===== src/hdl/power_ctl_defines.vh =====
// Constants for the idle/doze power control block.
// Assumes inclusion by bare name from design files under hdl/.
`ifndef POWER_CTL_DEFINES_VH
`define POWER_CTL_DEFINES_VH

// Register byte addresses on the AXI4-Lite bus.
`define ADDR_REGULATOR  4'h0
`define ADDR_DOZE_IDLE  4'h4
`define ADDR_STATUS     4'h8

// Field positions in the doze/idle control register.
`define BIT_IDLE_SELECT 7
`define BIT_SLOW_EN     6
`define BIT_RECOVER     5
`define BIT_SLOW_RET    4

// Reset values.
`define RST_REG_MODE    2'h1
`define RST_DOZE_IDLE   8'h00

// Regulator mode encodings.
`define REG_MODE_LOWEST 2'h3
`define REG_MODE_LOW    2'h2
`define REG_MODE_NORMAL 2'h1
`define REG_MODE_HIGH   2'h0

// Power states.
`define PST_RUN   2'h0
`define PST_IDLE  2'h1
`define PST_SLEEP 2'h2

// AXI responses.
`define RESP_OKAY   2'h0
`define RESP_SLVERR 2'h2

`endif


===== src/hdl/doze_divider.v =====
// Doze ratio counter: one CPU cycle enable per 2^(n+1) peripheral cycles.
// Assumes periphTick is a one-cycle enable on mclk.
`default_nettype none
`include "power_ctl_defines.vh"

module doze_divider (
	// Clock and reset.
	input  wire       mclk,
	input  wire       rst_n,
	// Control.
	input  wire       periphTick,
	input  wire       restart,
	input  wire [2:0] ratio,
	// Result.
	output reg        dozeTick_r
);

	// Counts peripheral cycles within one ratio period.
	reg  [7:0] count_r;
	// Last count of the period, 2^(n+1)-1.
	wire [7:0] lastCount = (8'h02 << ratio) - 8'h01;

	// The counter restarts on any change of the slowdown enable.
	always @(posedge mclk) begin
		if (!rst_n) begin
			count_r    <= 8'h00;
			dozeTick_r <= 1'b0;
		end else if (restart) begin
			count_r    <= 8'h00;
			dozeTick_r <= 1'b0;
		end else if (periphTick) begin
			dozeTick_r <= (count_r == lastCount);
			count_r    <= (count_r >= lastCount) ? 8'h00 : count_r + 8'h01;
		end else begin
			dozeTick_r <= 1'b0;
		end
	end

endmodule
`default_nettype wire


===== src/hdl/idle_doze_power_control.v =====
// Idle, sleep and doze control with regulator mode selection.
// Assumes CPU, interrupt logic and watchdog are on mclk; debug flag may be async.
//
// Summary of operation
// - Power-down with idle_select clear enters sleep.
// - Power-down with idle_select set enters idle.
// - System-clock peripherals run in idle, not sleep.
// - Clock output runs in idle when enabled (0).
// - Any enabled interrupt ends idle; idle_select unchanged.
// - Power-down again re-enters idle if selected.
// - Recover-on-irq wake from idle returns CPU to full speed.
// - Watchdog timeout in idle wakes, never resets.
// - Watchdog wake leaves slowdown enable untouched.
// - Two-bit regulator mode selects sleep regulator state.
// - Regulator mode resets to normal encoding.
// - Regulator register upper six bits read zero.
// - idle_select clears only on power-on/brown-out.
// - Slowdown enable gates CPU cycles by ratio.
// - Recover-on-irq clears slowdown at interrupt entry.
// - Slowdown-on-return sets slowdown at interrupt return.
// - Ratio code n gives one in 2^(n+1).
// - Bit 3 of doze register reads zero.
// - Slowdown writable by software and hardware.
// - Debugger forces full speed, stored bit kept.
// - Wake needs source enable, ignores global enable.
// - Global enable decides resume or vector after wake.
`default_nettype none
`include "power_ctl_defines.vh"

module idle_doze_power_control (
	// Clock and resets.
	input  wire       mclk,
	input  wire       rst_n,
	input  wire       porBor,
	// CPU events.
	input  wire       powerDownExec,
	input  wire       irqEntry,
	input  wire       irqReturnExec,
	input  wire       globalIrqEnable,
	// Interrupt sources: enabled and pending requests.
	input  wire       irqPendingEnabled,
	// Watchdog and debug.
	input  wire       watchdogTimeout,
	input  wire       debugActive,
	input  wire       clkOutEnable_n,
	input  wire       periphTick,
	// AXI4-Lite write address.
	input  wire [3:0] s_axi_awaddr,
	input  wire       s_axi_awvalid,
	output reg        s_axi_awready,
	// AXI4-Lite write data.
	input  wire [31:0] s_axi_wdata,
	input  wire [3:0] s_axi_wstrb,
	input  wire       s_axi_wvalid,
	output reg        s_axi_wready,
	// AXI4-Lite write response.
	output reg  [1:0] s_axi_bresp,
	output reg        s_axi_bvalid,
	input  wire       s_axi_bready,
	// AXI4-Lite read address.
	input  wire [3:0] s_axi_araddr,
	input  wire       s_axi_arvalid,
	output reg        s_axi_arready,
	// AXI4-Lite read data.
	output reg  [31:0] s_axi_rdata,
	output reg  [1:0] s_axi_rresp,
	output reg        s_axi_rvalid,
	input  wire       s_axi_rready,
	// Power outputs.
	output reg        cpuClkEn_r,
	output reg        progMemEn_r,
	output reg        periphClkEn_r,
	output reg        clkOutEn_r,
	output reg        wdtResetOut_r,
	output reg        resumeVector_r,
	output reg        inIdle_r,
	output reg        inSleep_r,
	output reg  [1:0] regulatorMode_r
);

	// Debug flag comes from outside, so synchronise it.
	reg        dbgMeta_r;
	reg        dbgSync_r;

	// Register fields.
	reg        idleSelect_r;
	reg        slowEnable_r;
	reg        recoverOnIrq_r;
	reg        slowOnReturn_r;
	reg  [2:0] slowRatio_r;
	reg  [1:0] regMode_r;
	reg  [1:0] powerState_r;
	reg  [1:0] powerState_nxt;
	reg        slowEnable_nxt;
	reg        slowPrev_r;

	// Bus write capture.
	reg        awHeld_r;
	reg  [3:0] awAddr_r;
	reg        wHeld_r;
	reg  [31:0] wData_r;
	reg  [3:0] wStrb_r;
	wire       doWrite = awHeld_r && wHeld_r && !s_axi_bvalid;
	wire       wrDoze  = doWrite && (awAddr_r == `ADDR_DOZE_IDLE) && wStrb_r[0];
	wire       wrReg   = doWrite && (awAddr_r == `ADDR_REGULATOR) && wStrb_r[0];
	wire       wdtWake = watchdogTimeout && (powerState_r == `PST_IDLE);
	wire       dozeTick;

	// Doze ratio divider on the peripheral instruction clock.
	doze_divider u_div (
		.mclk       (mclk),
		.rst_n      (rst_n),
		.periphTick (periphTick),
		.restart    (slowPrev_r != slowEnable_r),
		.ratio      (slowRatio_r),
		.dozeTick_r (dozeTick)
	);

	// Two-stage synchroniser for the debugger flag.
	always @(posedge mclk) begin
		if (!rst_n) begin
			dbgMeta_r <= 1'b0;
			dbgSync_r <= 1'b0;
		end else begin
			dbgMeta_r <= debugActive;
			dbgSync_r <= dbgMeta_r;
		end
	end

	// Power state next value.
	always @* begin
		powerState_nxt = powerState_r;
		case (powerState_r)
			`PST_RUN: begin
				if (powerDownExec) begin
					// Full sleep or idle chosen by idle_select.
					powerState_nxt = idleSelect_r ? `PST_IDLE : `PST_SLEEP;
				end
			end
			`PST_IDLE: begin
				// Enabled interrupt or watchdog ends idle, regardless of global enable.
				if (irqPendingEnabled || wdtWake) begin
					powerState_nxt = `PST_RUN;
				end
			end
			`PST_SLEEP: begin
				// Sleep wake details lie outside; an enabled interrupt resumes.
				if (irqPendingEnabled) begin
					powerState_nxt = `PST_RUN;
				end
			end
			default: begin
				powerState_nxt = `PST_RUN;
			end
		endcase
	end

	// Slowdown enable next value: hardware set/clear beats software write.
	always @* begin
		slowEnable_nxt = slowEnable_r;
		if (wrDoze) begin
			slowEnable_nxt = wData_r[`BIT_SLOW_EN];
		end
		// Idle ends by interrupt: recover-on-irq restores full speed.
		if (powerState_r == `PST_IDLE && irqPendingEnabled && recoverOnIrq_r) begin
			slowEnable_nxt = 1'b0;
		end
		if (irqEntry && recoverOnIrq_r) begin
			slowEnable_nxt = 1'b0;
		end
		if (irqReturnExec && slowOnReturn_r) begin
			slowEnable_nxt = 1'b1;
		end
		// A watchdog wake adds no term here, so the bit stays.
	end

	// Control registers and power state.
	always @(posedge mclk) begin
		if (!rst_n) begin
			if (porBor) begin
				idleSelect_r <= 1'b0;
			end
			slowEnable_r   <= 1'b0;
			recoverOnIrq_r <= 1'b0;
			slowOnReturn_r <= 1'b0;
			slowRatio_r    <= 3'h0;
			regMode_r      <= `RST_REG_MODE;
			powerState_r   <= `PST_RUN;
			slowPrev_r     <= 1'b0;
		end else begin
			powerState_r <= powerState_nxt;
			slowEnable_r <= slowEnable_nxt;
			slowPrev_r   <= slowEnable_r;
			// Leaving idle never touches idle_select.
			if (wrDoze) begin
				idleSelect_r   <= wData_r[`BIT_IDLE_SELECT];
				recoverOnIrq_r <= wData_r[`BIT_RECOVER];
				slowOnReturn_r <= wData_r[`BIT_SLOW_RET];
				slowRatio_r    <= wData_r[2:0];
			end
			if (wrReg) begin
				regMode_r <= wData_r[1:0];
			end
		end
	end

	// Clock gating and status outputs.
	always @(posedge mclk) begin
		if (!rst_n) begin
			cpuClkEn_r      <= 1'b0;
			progMemEn_r     <= 1'b0;
			periphClkEn_r   <= 1'b0;
			clkOutEn_r      <= 1'b0;
			wdtResetOut_r   <= 1'b0;
			resumeVector_r  <= 1'b0;
			inIdle_r        <= 1'b0;
			inSleep_r       <= 1'b0;
			regulatorMode_r <= `RST_REG_MODE;
		end else begin
			inIdle_r        <= (powerState_nxt == `PST_IDLE);
			inSleep_r       <= (powerState_nxt == `PST_SLEEP);
			regulatorMode_r <= regMode_r;
			// CPU runs only when awake; doze gates cycles unless debug overrides.
			if (powerState_nxt != `PST_RUN) begin
				cpuClkEn_r <= 1'b0;
			end else if (slowEnable_nxt && !dbgSync_r) begin
				cpuClkEn_r <= dozeTick;
			end else begin
				// Full speed is one CPU cycle per peripheral instruction cycle.
				cpuClkEn_r <= periphTick;
			end
			progMemEn_r   <= (powerState_nxt == `PST_RUN);
			periphClkEn_r <= (powerState_nxt != `PST_SLEEP);
			clkOutEn_r    <= !clkOutEnable_n && (powerState_nxt != `PST_SLEEP);
			// Watchdog resets only when not idle.
			wdtResetOut_r <= watchdogTimeout && (powerState_r != `PST_IDLE);
			// On wake by interrupt, vector only when global enable is set.
			resumeVector_r <= (powerState_r != `PST_RUN) && (powerState_nxt == `PST_RUN)
				&& irqPendingEnabled && globalIrqEnable;
		end
	end

	// AXI write channel: address and data in either order, then response.
	always @(posedge mclk) begin
		if (!rst_n) begin
			awHeld_r      <= 1'b0;
			wHeld_r       <= 1'b0;
			awAddr_r      <= 4'h0;
			wData_r       <= 32'h00000000;
			wStrb_r       <= 4'h0;
			s_axi_awready <= 1'b0;
			s_axi_wready  <= 1'b0;
			s_axi_bvalid  <= 1'b0;
			s_axi_bresp   <= `RESP_OKAY;
		end else begin
			s_axi_awready <= !awHeld_r && !s_axi_awready && s_axi_awvalid;
			s_axi_wready  <= !wHeld_r && !s_axi_wready && s_axi_wvalid;
			if (s_axi_awvalid && s_axi_awready) begin
				awHeld_r <= 1'b1;
				awAddr_r <= s_axi_awaddr;
			end
			if (s_axi_wvalid && s_axi_wready) begin
				wHeld_r <= 1'b1;
				wData_r <= s_axi_wdata;
				wStrb_r <= s_axi_wstrb;
			end
			if (doWrite) begin
				awHeld_r     <= 1'b0;
				wHeld_r      <= 1'b0;
				s_axi_bvalid <= 1'b1;
				s_axi_bresp  <= (awAddr_r == `ADDR_DOZE_IDLE || awAddr_r == `ADDR_REGULATOR)
					? `RESP_OKAY : `RESP_SLVERR;
			end else if (s_axi_bvalid && s_axi_bready) begin
				s_axi_bvalid <= 1'b0;
			end
		end
	end

	// AXI read channel: one cycle to take the address, then data.
	always @(posedge mclk) begin
		if (!rst_n) begin
			s_axi_arready <= 1'b0;
			s_axi_rvalid  <= 1'b0;
			s_axi_rdata   <= 32'h00000000;
			s_axi_rresp   <= `RESP_OKAY;
		end else begin
			s_axi_arready <= !s_axi_arready && !s_axi_rvalid && s_axi_arvalid;
			if (s_axi_arvalid && s_axi_arready) begin
				s_axi_rvalid <= 1'b1;
				s_axi_rresp  <= `RESP_OKAY;
				case (s_axi_araddr)
					`ADDR_REGULATOR: begin
						s_axi_rdata <= {30'h00000000, regMode_r};
					end
					`ADDR_DOZE_IDLE: begin
						s_axi_rdata <= {24'h000000, idleSelect_r, slowEnable_r,
							recoverOnIrq_r, slowOnReturn_r, 1'b0, slowRatio_r};
					end
					`ADDR_STATUS: begin
						s_axi_rdata <= {29'h00000000, dbgSync_r, powerState_r};
					end
					default: begin
						s_axi_rdata <= 32'h00000000;
						s_axi_rresp <= `RESP_SLVERR;
					end
				endcase
			end else if (s_axi_rvalid && s_axi_rready) begin
				s_axi_rvalid <= 1'b0;
			end
		end
	end

endmodule
`default_nettype wire


===== config.mk =====
export PLATFORM = sky130hd
export DESIGN_NAME = idle_doze_power_control
export DESIGN_NICKNAME = d
export VERILOG_FILES = /design/src/hdl/doze_divider.v /design/src/hdl/idle_doze_power_control.v
export VERILOG_INCLUDE_DIRS = /design/src /design/src/hdl
export SDC_FILE = /design/constraint.sdc
export NUM_CORES = 1
export LEC_CHECK = 0
export BUFFER_PORTS_ARGS = -buffer_cell sky130_fd_sc_hd__clkbuf_2
export CORE_MARGIN = 5
export CORE_UTILIZATION = 48
export DETAILED_ROUTE_END_ITERATION = 10
export PLACE_DENSITY = 0.8
export SKIP_LAST_GASP = 1
export SLEW_MARGIN = 20
export SYNTH_ARGS = -nofsm -noshare
export SYNTH_HDL_FRONTEND = slang
export SYNTH_SLANG_ARGS = --single-unit

===== constraint.sdc =====
create_clock -name mclk -period 3.8 [get_ports mclk]
set_input_delay 0.57 -clock mclk [delete_from_list [all_inputs] [get_ports mclk]]
set_output_delay 0.57 -clock mclk [all_outputs]
set_load 0.005 [all_outputs]

After elaboration in Yosys (flattened, before gate mapping)
Index checks and enable logic that the tools add are counted.
Storage, ports and cells
  bits in registers: 89
  bits in latches: 0
  bits in writable memories: 0
  bits in read-only memories: 0
  input bits: 61
  output and inout port bits: 51
  logic and storage cells: 127
  memories kept: 0
Cells by class
  $add $sub $neg: 2
  $mul: 0
  div/mod/pow operators: 0
  magnitude comparators: 1
  equality and inequality tests: 12
  shift-type cells: 1
  muxes and demuxes: 21
  bitwise logic cells: 2
  reductions and logical operators: 54
Operator list (number)
  1-bit logical AND: 28
  8-bit case mux with 3 select lines: 1
  1-bit 2-to-1 mux: 12
  2-bit 2-to-1 mux: 6
  2-bit nonzero test: 5
  1-bit logical NOT: 9
  8-bit by 1-bit adder with 8-bit output (second input constant): 1
  4-bit by 3-bit equality test with 1-bit output (second input constant): 2
  8-bit equality test: 1
  8-bit >= comparator: 1
  4-bit logical NOT: 2
  8-bit 2-to-1 mux: 1
  2-bit by 3-bit left shift with 8-bit output (first input constant): 1
  8-bit by 1-bit subtractor with 8-bit output (second input constant): 1
  2-bit case mux with 3 select lines: 1
  2-bit OR reduction: 3
  3-bit OR reduction: 2
  2-bit by 1-bit equality test with 1-bit output (second input constant): 2
  2-bit equality test (second input constant): 2
  4-bit equality test (second input constant): 1
  2-bit logical NOT: 2
  2-bit by 1-bit inequality test with 1-bit output (second input constant): 2
  1-bit logical OR: 2
  2-bit inequality test (second input constant): 1
  3 further kinds: 4

Depth between registers and ports, before layout
Gate-level depths: netlist of run 1.
  depth after elaboration: 10
  gate-level depth with buffers: 13
  depth with buffers taken out: 11

Hierarchy
Synthesis of run 1 repeated with hierarchy kept, for this count alone.
Unflattened totals
  cell total of the unflattened synthesis: 300
  area total of the unflattened synthesis: 2817.7 µm²
Modules (own cells, without submodules)
  idle_doze_power_control: times used 1, cells each 226, area each 2132.0 µm², seq. area each 1051.0 µm²
  doze_divider: times used 1, cells each 74, area each 685.7 µm², seq. area each 180.2 µm²

Least setup slack after synthesis of run 1
No wires, ideal clock.
  path type: flip-flop to flip-flop
  start: reg slowRatio_r[2]
  end: reg u_div.count_r[0]
  setup time: 0.140 ns
  arrival time: 2.644 ns
  required time: 3.660 ns
  setup slack: 1.016 ns
  stages on the path, launching flop included: 13
  path buffers: 2
  clock period less this slack: 2.784 ns
  cell sequence: dfxtp_1 -> clkbuf_1 -> or3_1 -> ha_1 -> clkbuf_1 -> nor3_1 -> a21oi_1 -> o21a_1 -> ha_1 -> nand3_1 -> or2_2 -> o2111ai_1 -> nor3_1
On the way
  cells in the longest elaborated chain, start to end: 4
RTL lines
  from (decl): line idle_doze_power_control.v:90  | reg [2:0] slowRatio_r;
  from (signal assigned): line idle_doze_power_control.v:199  | slowRatio_r <= wData_r[2:0];
  2-bit by 3-bit left shift with 8-bit output: line doze_divider.v:21  | wire [7:0] lastCount = (8'h02 << ratio) - 8'h01;
  8-bit by 1-bit subtractor with 8-bit output: line doze_divider.v:21
  8-bit >= comparator: line doze_divider.v:33  | count_r <= (count_r >= lastCount) ? 8'h00 : count_r + 8'h01;
  8-bit 2-to-1 mux: line doze_divider.v:33
  to (signal assigned): line doze_divider.v:33
  to (decl): line doze_divider.v:19  | reg [7:0] count_r;
Every way passes these cells.
A chain may end at the register's enable or synchronous reset.

Final worst setup path of run 1
  start: reg slowRatio_r[2]
  end: reg u_div.count_r[3]
The elaborated chain is that of the path after synthesis.

==> impl_metrics.json, run 1 <==
{
  "synth_area_leaders": "dfxtp_1, buf_4, nand2_1",
  "ys_types": 46,
  "vias": 2216,
  "worstSetupPathType": "flip-flop to flip-flop",
  "gr-usage-all-layers": 0.159,
  "ir_worst_vdd_v": 0.000237,
  "synth_ff_type": "dfxtp_1",
  "clkLatencyLatePin_ns": 0.33,
  "r2r-start": "slowRatio_r[2]",
  "hold_class": "input port to flip-flop",
  "skew_ns": 0.00615,
  "grt_pass1_vias": 2041,
  "antenna_cells": 0,
  "ios": 112,
  "setup_tns_ns": 0,
  "drt_iter0_markers": 117,
  "muxShareOfSynthArea": 0.0400,
  "yosysMostFrequentCell": "dfxtp_1",
  "worst_pin_slew_ns": 0.622,
  "gr-usage-met2": 0.255,
  "die_x_um": 85.7,
  "cts_tree": "done",
  "synth-seq-area-share": 0.447,
  "start_util": 0.497,
  "antenna_found_initial": 0,
  "synthSimpleGateAreaFrac": 0.217,
  "synth_top_area_share": 0.437,
  "hpwl_um": 4150,
  "relSlewSlack": 0.585,
  "crit_path_end_kind": "flip-flop",
  "synth.cell_area_um2": 2750,
  "hold_viol": 0,
  "yosys.area.top_type": "dfxtp_1",
  "final_nets": 435,
  "drive_gt1_frac": 0.208,
  "period_needed_ns": 3.00,
  "pre_cts_slack_ns": 0.860,
  "cts_hold_buffers": 0,
  "max_freq_mhz": 334,
  "clockRootBuffer": "clkbuf_8",
  "yosys-top-cells-count": "dfxtp_1, nand2_1, nor2_1, buf_4, a21oi_1",
  "cap_violations": 0,
  "grt_max_degree": 38,
  "synth-adder-area-share": 0.0409,
  "synth-xor-area-share": 0.0318,
  "cts_buffers": 9,
  "dp_cells": 426,
  "status": "finished clean",
  "finalWorstSetupSlack_ns": 0.805,
  "fin_util": 0.570,
  "busiest_layer": "met2",
  "cp.required_ns": 3.99,
  "met1_usage": 0.197,
  "dr.pass1.iters": 4,
  "post-route-period-util": 0.788,
  "worstPathMaxFanout": 8,
  "post-cts-setup-buffers": 0,
  "slew_viol_final": 0,
  "arrival_ns": 3.18,
  "fillers": 508,
  "met3_usage": 0.0394,
  "core_um2": 5540,
  "power_density_nw_per_um2": 420,
  "via_per_inst": 5.01,
  "dieArea_um2": 7350,
  "syn_avg_cell_area_um2": 8.85,
  "synth_warnings": 0,
  "clk_pin_slew_ns": 0.06,
  "p_leak_nw": 1.39,
  "rsz0062_at_grt": "no",
  "hold_start": "clkOutEnable_n",
  "avgRoutedWirePerCell_um": 12.9,
  "setup_viol": 0,
  "area_growth_pct": 14.8,
  "synth_edf_count": 1,
  "postSynthCellCount": 311,
  "row_count": 27,
  "instances_no_fill": 442,
  "gp_congestion": 0.792,
  "synth_top_family_by_area": "simple AND/OR/NAND/NOR gates",
  "synth-async-reset-ratio": 0,
  "clockBufferDepth": 2,
  "whs_ns": 0.403,
  "grt_overflow": 0,
  "grt_pass1_wl_um": 9210,
  "htree_levels": 3,
  "clock_sinks": 61,
  "port_buffers": 56,
  "synth-seq-cells": 61,
  "crit_start": "slowRatio_r[2]",
  "finalWirelength_um": 5680,
  "start_kind": "flip-flop",
  "ant_nets": 0,
  "cts-resized-gates": 0,
  "synth-compound-area-share": 0.115,
  "dieHeight_um": 85.7,
  "drcViolationCount": 0
}
==> critical path: stages, from the launching register on <==
cell and delay, ns:
dfxtp_1 0.38, or3_1 0.42, ha_1 0.29, nor3_1 0.19, a21oi_1 0.06, o21a_1 0.18, ha_1 0.29, nand3_1 0.07
or2_2 0.29, o2111ai_1 0.55, nor3_1 0.13
==> worst paths after layout <==
check,to,slack (ns),depth (start not counted)
worst min register to register,s_axi_arready,0.45,1
worst min-delay path,clkOutEn_r,0.40,2
worst max-delay path,u_div.count_r[3],0.80,10
worst max register to register,u_div.count_r[3],0.80,10
==> area by class of cell <==
type,count,area [um2],share of cell area
Clock buffer,12,145,0.0459
Clock inverter,4,47.5,0.0150
Inverter,9,33.8,0.0107
Multi-Input combinational cell,227,1320,0.419
Sequential cell,61,1230,0.390
Tap cell,72,90.1,0.0285
Timing Repair Buffer,57,288,0.0911
==> metal layers <==
metal,up-vias,share of wire,routed length [um]
met2,73,0.47,2670
met1,1006,0.44,2480
met5,-,0,0
met3,10,0.074,419
met4,0,0.020,111
li1,1127,-,-
==> state kept, by name (all words and copies together), names as in the netlist, 2 cells and up <==
signal           flops
regMode_r            2
u_div.count_r        8
awAddr_r             4
regulatorMode_r      2
slowRatio_r          3
wData_r              7
powerState_r         2
s_axi_rdata          7
==> cells in the final DEF (no fill, tap or decap), drive strengths merged, types with 3 or more instances in the layout <==
master	instances
xor2	5
nor2	28
and2	7
inv	9
conb	27
a21oi	23
nand2	34
nand4	3
xnor2	5
ha	9
or3	3
a22oi	7
dfxtp	60
nor3	16
nand3	17
mux2i	11
clkbuf	68
o21ai	4
==> cells by family (layout without fill, tap and decap cells) <==
family | after synthesis | count (layout)
compound gates | 48 | 48
xor+xnor | 10 | 10
fa+ha+maj | 9 | 9
buf+inv | 49 | 82
flops | 61 | 61
mux | 11 | 11
other cells | 1 | 27
simple gates | 122 | 122
==> through the flow <==
stage | total power, mW | instance area [um2]
floorplan | 0.763 | 2850
global placement | 0.780 | 2970
detailed placement | 0.783 | 2970
CTS | 1.34 | 3160
global route | 1.39 | 3160
finish | 1.33 | 3160
==> report_power, final <==
part	switching, mW	internal [mW]	total [mW]
clock network	0.240	0.319	0.559
logic	0.0531	0.0394	0.0925
registers	0.0163	0.660	0.676
total	0.310	1.02	1.33
(Power assumes the default switching activity.)
==> run 2: changes to the inputs <==
==> constraint.sdc (replaced) <==
create_clock -name mclk -period 3 [get_ports mclk]
set_input_delay 0.45 -clock mclk [delete_from_list [all_inputs] [get_ports mclk]]
set_output_delay 0.45 -clock mclk [all_outputs]
set_load 0.005 [all_outputs]
==> impl_metrics.json, run 2 (same netlist as run 1, synthesis figures left out) <==
{
  "status": "finished clean",
  "relSlewSlack": 0.673,
  "worstPathMaxFanout": 8,
  "arrival_ns": 2.85,
  "port_buffers": 56,
  "cap_violations": 0,
  "fin_area_um2": 3170,
  "whs_ns": 0.267,
  "finalWorstSetupSlack_ns": 0.343,
  "antenna_found_initial": 0,
  "cts_tree": "done",
  "grt_max_degree": 38,
  "antenna_cells": 0,
  "clockBufferDepth": 2,
  "crit_path_end_kind": "flip-flop",
  "start_util": 0.497,
  "area_growth_pct": 15.2,
  "rsz0062_at_grt": "no",
  "htree_levels": 3,
  "instances_no_fill": 444,
  "clk_pin_slew_ns": 0.07,
  "final_cell_mix": "dfxtp_1, clkbuf_2, nand2_1",
  "largest_reg_flops": 8,
  "core_um2": 5540,
  "worstSetupPathType": "flip-flop to flip-flop",
  "row_count": 27,
  "grt_pass1_wl_um": 9110,
  "hold_class": "input port to flip-flop",
  "place_area_um2": 2990,
  "dr.pass1.iters": 4,
  "gr-usage-all-layers": 0.157,
  "skew_ns": 0.0111,
  "hold_viol": 0,
  "period_needed_ns": 2.66,
  "setup_tns_ns": 0,
  "ir_worst_vdd_v": 0.000308,
  "final_nets": 438,
  "crit_buf_inv": 1,
  "avgRoutedWirePerCell_um": 12.9,
  "pre_cts_slack_ns": 0.363,
  "start_kind": "flip-flop",
  "critPathMaxStageDelay_ns": 0.39,
  "grt_pass1_vias": 1958,
  "slew_viol_final": 0,
  "drt_iter0_markers": 116,
  "gp_congestion": 0.782,
  "drcViolationCount": 0,
  "power_density_nw_per_um2": 522,
  "clockRootBuffer": "clkbuf_8",
  "cts_buffers": 9,
  "slowest_stage": "dfxtp_1",
  "cp_top_family": "simple AND/OR/NAND/NOR gates",
  "path_cells": "or3_1 > ha_1 > nor3_1 > a21oi_1 > o21a_1 > ha_1 > nand3_1 > or2_2 > o2111ai_1 > buf_4 > nor3_1",
  "cp.required_ns": 3.19,
  "ios": 112,
  "regMostFlops": "u_div.count_r",
  "dieArea_um2": 7350,
  "top_regs": "u_div.count_r: 8 flops, s_axi_rdata: 7 flops, wData_r: 7 flops",
  "dieHeight_um": 85.7,
  "ant_nets": 0,
  "clkLatencyLatePin_ns": 0.34,
  "setup_viol": 0,
  "max_freq_mhz": 376,
  "post-route-period-util": 0.886,
  "hpwl_um": 4240,
  "cts_hold_buffers": 0,
  "vias": 2218,
  "finalWirelength_um": 5740,
  "layout_commonest_cell": "dfxtp_1",
  "worst_pin_slew_ns": 0.483,
  "cts-resized-gates": 0,
  "dp_cells": 429,
  "drive_gt1_frac": 0.215,
  "die_x_um": 85.7,
  "clock_sinks": 61,
  "via_per_inst": 5.00,
  "post-cts-setup-buffers": 0,
  "p_leak_nw": 1.41,
  "grt_overflow": 0
}
-- run 2: final cells by class --
type / instances / area, um2
well taps: 72 / 90.1
repair buffers: 60 / 310
clock buffers: 10 / 128
multi-input cells: 227 / 1320
flip-flops and latches: 61 / 1230
clock inverters: 5 / 52.6
fillers: 526 / 2370
inverters: 9 / 33.8
-- run 2: path summary, 6_finish.rpt --
kind / startpoint / endpoint / slack [ns] / cells after the start
max: slowRatio_r[1] / u_div.count_r[5] / 0.34 / 11
min: clkOutEnable_n / clkOutEn_r / 0.27 / 2
max reg2reg: slowRatio_r[1] / u_div.count_r[5] / 0.34 / 11
min reg2reg: s_axi_rvalid / s_axi_arready / 0.45 / 1
-- run 2: routing by layer --
layer / GRT usage / up-vias / share of wire
met4: 0.0906 / 0 / 0.018
li1: - / 1132 / -
met3: 0.0346 / 9 / 0.075
met5: 0 / - / 0
met2: 0.242 / 73 / 0.47
met1: 0.201 / 1004 / 0.44
-- run 2: per-stage QoR --
step / utilization / power, mW
after floorplan: - / 0.966
after global placement: 0.540 / 0.990
after detailed placement: 0.540 / 0.994
after CTS: 0.572 / 1.66
after global routing: 0.572 / 1.72
final: 0.572 / 1.65
-- run 2: where the power goes --
part           switching, mW  total (mW)  leakage, nW  internal, mW
sequential            0.0208       0.857        0.497         0.836
combinational         0.0684       0.120        0.816        0.0518
clock                  0.302       0.676       0.0919         0.374
==> run 3: changes to the inputs <==
--- a/config.mk
+++ b/config.mk
@@ -7,10 +7,12 @@
 export NUM_CORES = 1
 export LEC_CHECK = 0
 export BUFFER_PORTS_ARGS = -buffer_cell sky130_fd_sc_hd__clkbuf_2
+export CELL_PAD_IN_SITES_DETAIL_PLACEMENT = 0
+export CELL_PAD_IN_SITES_GLOBAL_PLACEMENT = 1
 export CORE_MARGIN = 5
-export CORE_UTILIZATION = 48
+export CORE_UTILIZATION = 34
 export DETAILED_ROUTE_END_ITERATION = 10
-export PLACE_DENSITY = 0.8
+export PLACE_DENSITY_LB_ADDON = 0.1
 export SKIP_LAST_GASP = 1
 export SLEW_MARGIN = 20
 export SYNTH_ARGS = -nofsm -noshare
==> impl_metrics.json, run 3 (same netlist as run 1, synthesis figures left out) <==
{
  "status": "finished clean",
  "gp_congestion": 0.716,
  "grt_pass1_vias": 2137,
  "cap_violations": 0,
  "power.share.sequential": 0.513,
  "vias": 2224,
  "grt_max_degree": 38,
  "crit_path_end_kind": "flip-flop",
  "dieHeight_um": 100,
  "worst_r2r_endpoint": "u_div.count_r[7]",
  "dp_cells": 460,
  "whs_endpoint": "clkOutEn_r",
  "layout_commonest_cell": "dfxtp_1",
  "ir_worst_vdd_v": 0.000204,
  "post-cts-setup-buffers": 0,
  "rsz0062_at_grt": "no",
  "htree_levels": 3,
  "regMostFlops": "u_div.count_r",
  "worst_pin_slew_ns": 0.532,
  "cts_tree": "done",
  "final_nets": 439,
  "start_kind": "flip-flop",
  "clkLatencyLatePin_ns": 0.33,
  "max_freq_mhz": 373,
  "largest_reg_flops": 8,
  "avgRoutedWirePerCell_um": 13.3,
  "clk_pin_slew_ns": 0.07,
  "period_needed_ns": 2.68,
  "area_growth_pct": 16.8,
  "via_per_inst": 4.68,
  "clock_sinks": 61,
  "clkPwrFrac": 0.415,
  "antenna_found_initial": 0,
  "start_util": 0.352,
  "total_power_mw": 1.67,
  "cp_top_family": "simple AND/OR/NAND/NOR gates",
  "hold_start": "clkOutEnable_n",
  "clockBufferDepth": 2,
  "gr-usage-all-layers": 0.129,
  "grt_overflow": 0,
  "p_int_mw": 1.26,
  "clockRootBuffer": "clkbuf_8",
  "r2r_cells": 11,
  "cts-resized-gates": 0,
  "die_x_um": 100,
  "path_cells": "or3_1 > ha_1 > nor3_1 > a21oi_1 > o21a_1 > ha_1 > nand3_1 > or2_2 > o2111ai_1 > buf_4 > nor3_1",
  "ant_nets": 0,
  "dr.pass1.iters": 4,
  "dieArea_um2": 9990,
  "drcViolationCount": 0,
  "core_um2": 7810,
  "hold_class": "input port to flip-flop",
  "cp.required_ns": 3.23,
  "post-route-period-util": 0.893,
  "power_density_nw_per_um2": 520,
  "antenna_cells": 0,
  "drt_iter0_markers": 31,
  "setup_viol": 0,
  "hold_viol": 0,
  "slowest_stage": "dfxtp_1",
  "r2r_slack_ns": 0.32,
  "arrival_ns": 2.90,
  "crit_buf_inv": 1,
  "setup_tns_ns": 0,
  "drive_gt1_frac": 0.217,
  "whs_path_depth": 2,
  "finalWirelength_um": 6310,
  "row_count": 32,
  "ios": 112,
  "pwr-share-comb": 0.072,
  "worstSetupPathType": "flip-flop to flip-flop",
  "slew_viol_final": 0,
  "cts_buffers": 9,
  "r2r-start": "slowRatio_r[1]",
  "worstPathMaxFanout": 8,
  "skew_ns": 0.00766,
  "top_regs": "u_div.count_r: 8 flops, s_axi_rdata: 7 flops, wData_r: 7 flops",
  "cts_hold_buffers": 0,
  "instances_no_fill": 475,
  "switching_share": 0.245,
  "relSlewSlack": 0.642,
  "critPathMaxStageDelay_ns": 0.39,
  "p_leak_nw": 1.41,
  "port_buffers": 56,
  "p_sw_mw": 0.410,
  "final_cell_mix": "dfxtp_1, clkbuf_2, nand2_1",
  "hpwl_um": 4670,
  "grt_pass1_wl_um": 10200
}
## run 3: worst max-delay path by stage
stage	startpoint	slack [ns]	depth (start not counted)	end
after global placement	slowRatio_r[1]	0.36	11	u_div.count_r[6]
after global routing	slowRatio_r[1]	0.12	11	u_div.count_r[7]
after floorplan	slowRatio_r[2]	0.22	12	u_div.count_r[0]
after CTS	slowRatio_r[1]	0.31	11	u_div.count_r[7]
after detailed placement	slowRatio_r[1]	0.33	11	u_div.count_r[4]
final	slowRatio_r[1]	0.32	11	u_div.count_r[7]
## run 3: layout make-up
type / count / area (um2)
inverter: 9 / 33.8
tap: 102 / 128
clock inverter: 5 / 52.6
sequential: 61 / 1230
clock buffer: 10 / 128
multi-input combinational: 227 / 1320
timing repair buffer: 61 / 318
fill: 835 / 4590
## run 3: per-stage QoR
| step | hold slack, ns | cell area, um2 | utilization | setup WS [ns] |
|---|---|---|---|---|
| 2_1_floorplan | 0.412 | 2850 | - | 0.216 |
| 3_3_place_gp | 0.423 | 3030 | 0.389 | 0.363 |
| 3_5_place_dp | 0.440 | 3030 | 0.389 | 0.326 |
| 4_1_cts | 0.266 | 3210 | 0.412 | 0.311 |
| 5_1_grt | 0.272 | 3210 | 0.412 | 0.117 |
| 6_report | 0.280 | 3210 | 0.412 | 0.322 |
## run 3: power by group through the flow
stage / combinational [mW] / sequential [mW] / clock (mW)
floorplan: 0.0970 / 0.869 / 0
global placement: 0.122 / 0.876 / 0
detailed placement: 0.122 / 0.877 / 0
CTS: 0.123 / 0.858 / 0.712
global route: 0.139 / 0.861 / 0.753
finish: 0.121 / 0.858 / 0.693
## run 3: worst register-to-register path, cell delays in order (launching register included)
cell       delay [ns]
dfxtp_1          0.39
or3_1            0.36
ha_1             0.28
nor3_1           0.16
a21oi_1          0.06
o21a_1           0.18
ha_1             0.29
nand3_1          0.07
or2_2            0.29
o2111ai_1        0.22
buf_4            0.20
nor3_1           0.06
## run 3: routing by layer
| metal | track usage | vias to the layer above | part of all wire |
|---|---|---|---|
| met1 | 0.169 | 1027 | 0.48 |
| met3 | 0.0403 | 10 | 0.067 |
| li1 | - | 1130 | - |
| met5 | 0 | - | 0 |
| met2 | 0.191 | 57 | 0.44 |
| met4 | 0.0599 | 0 | 0.018 |
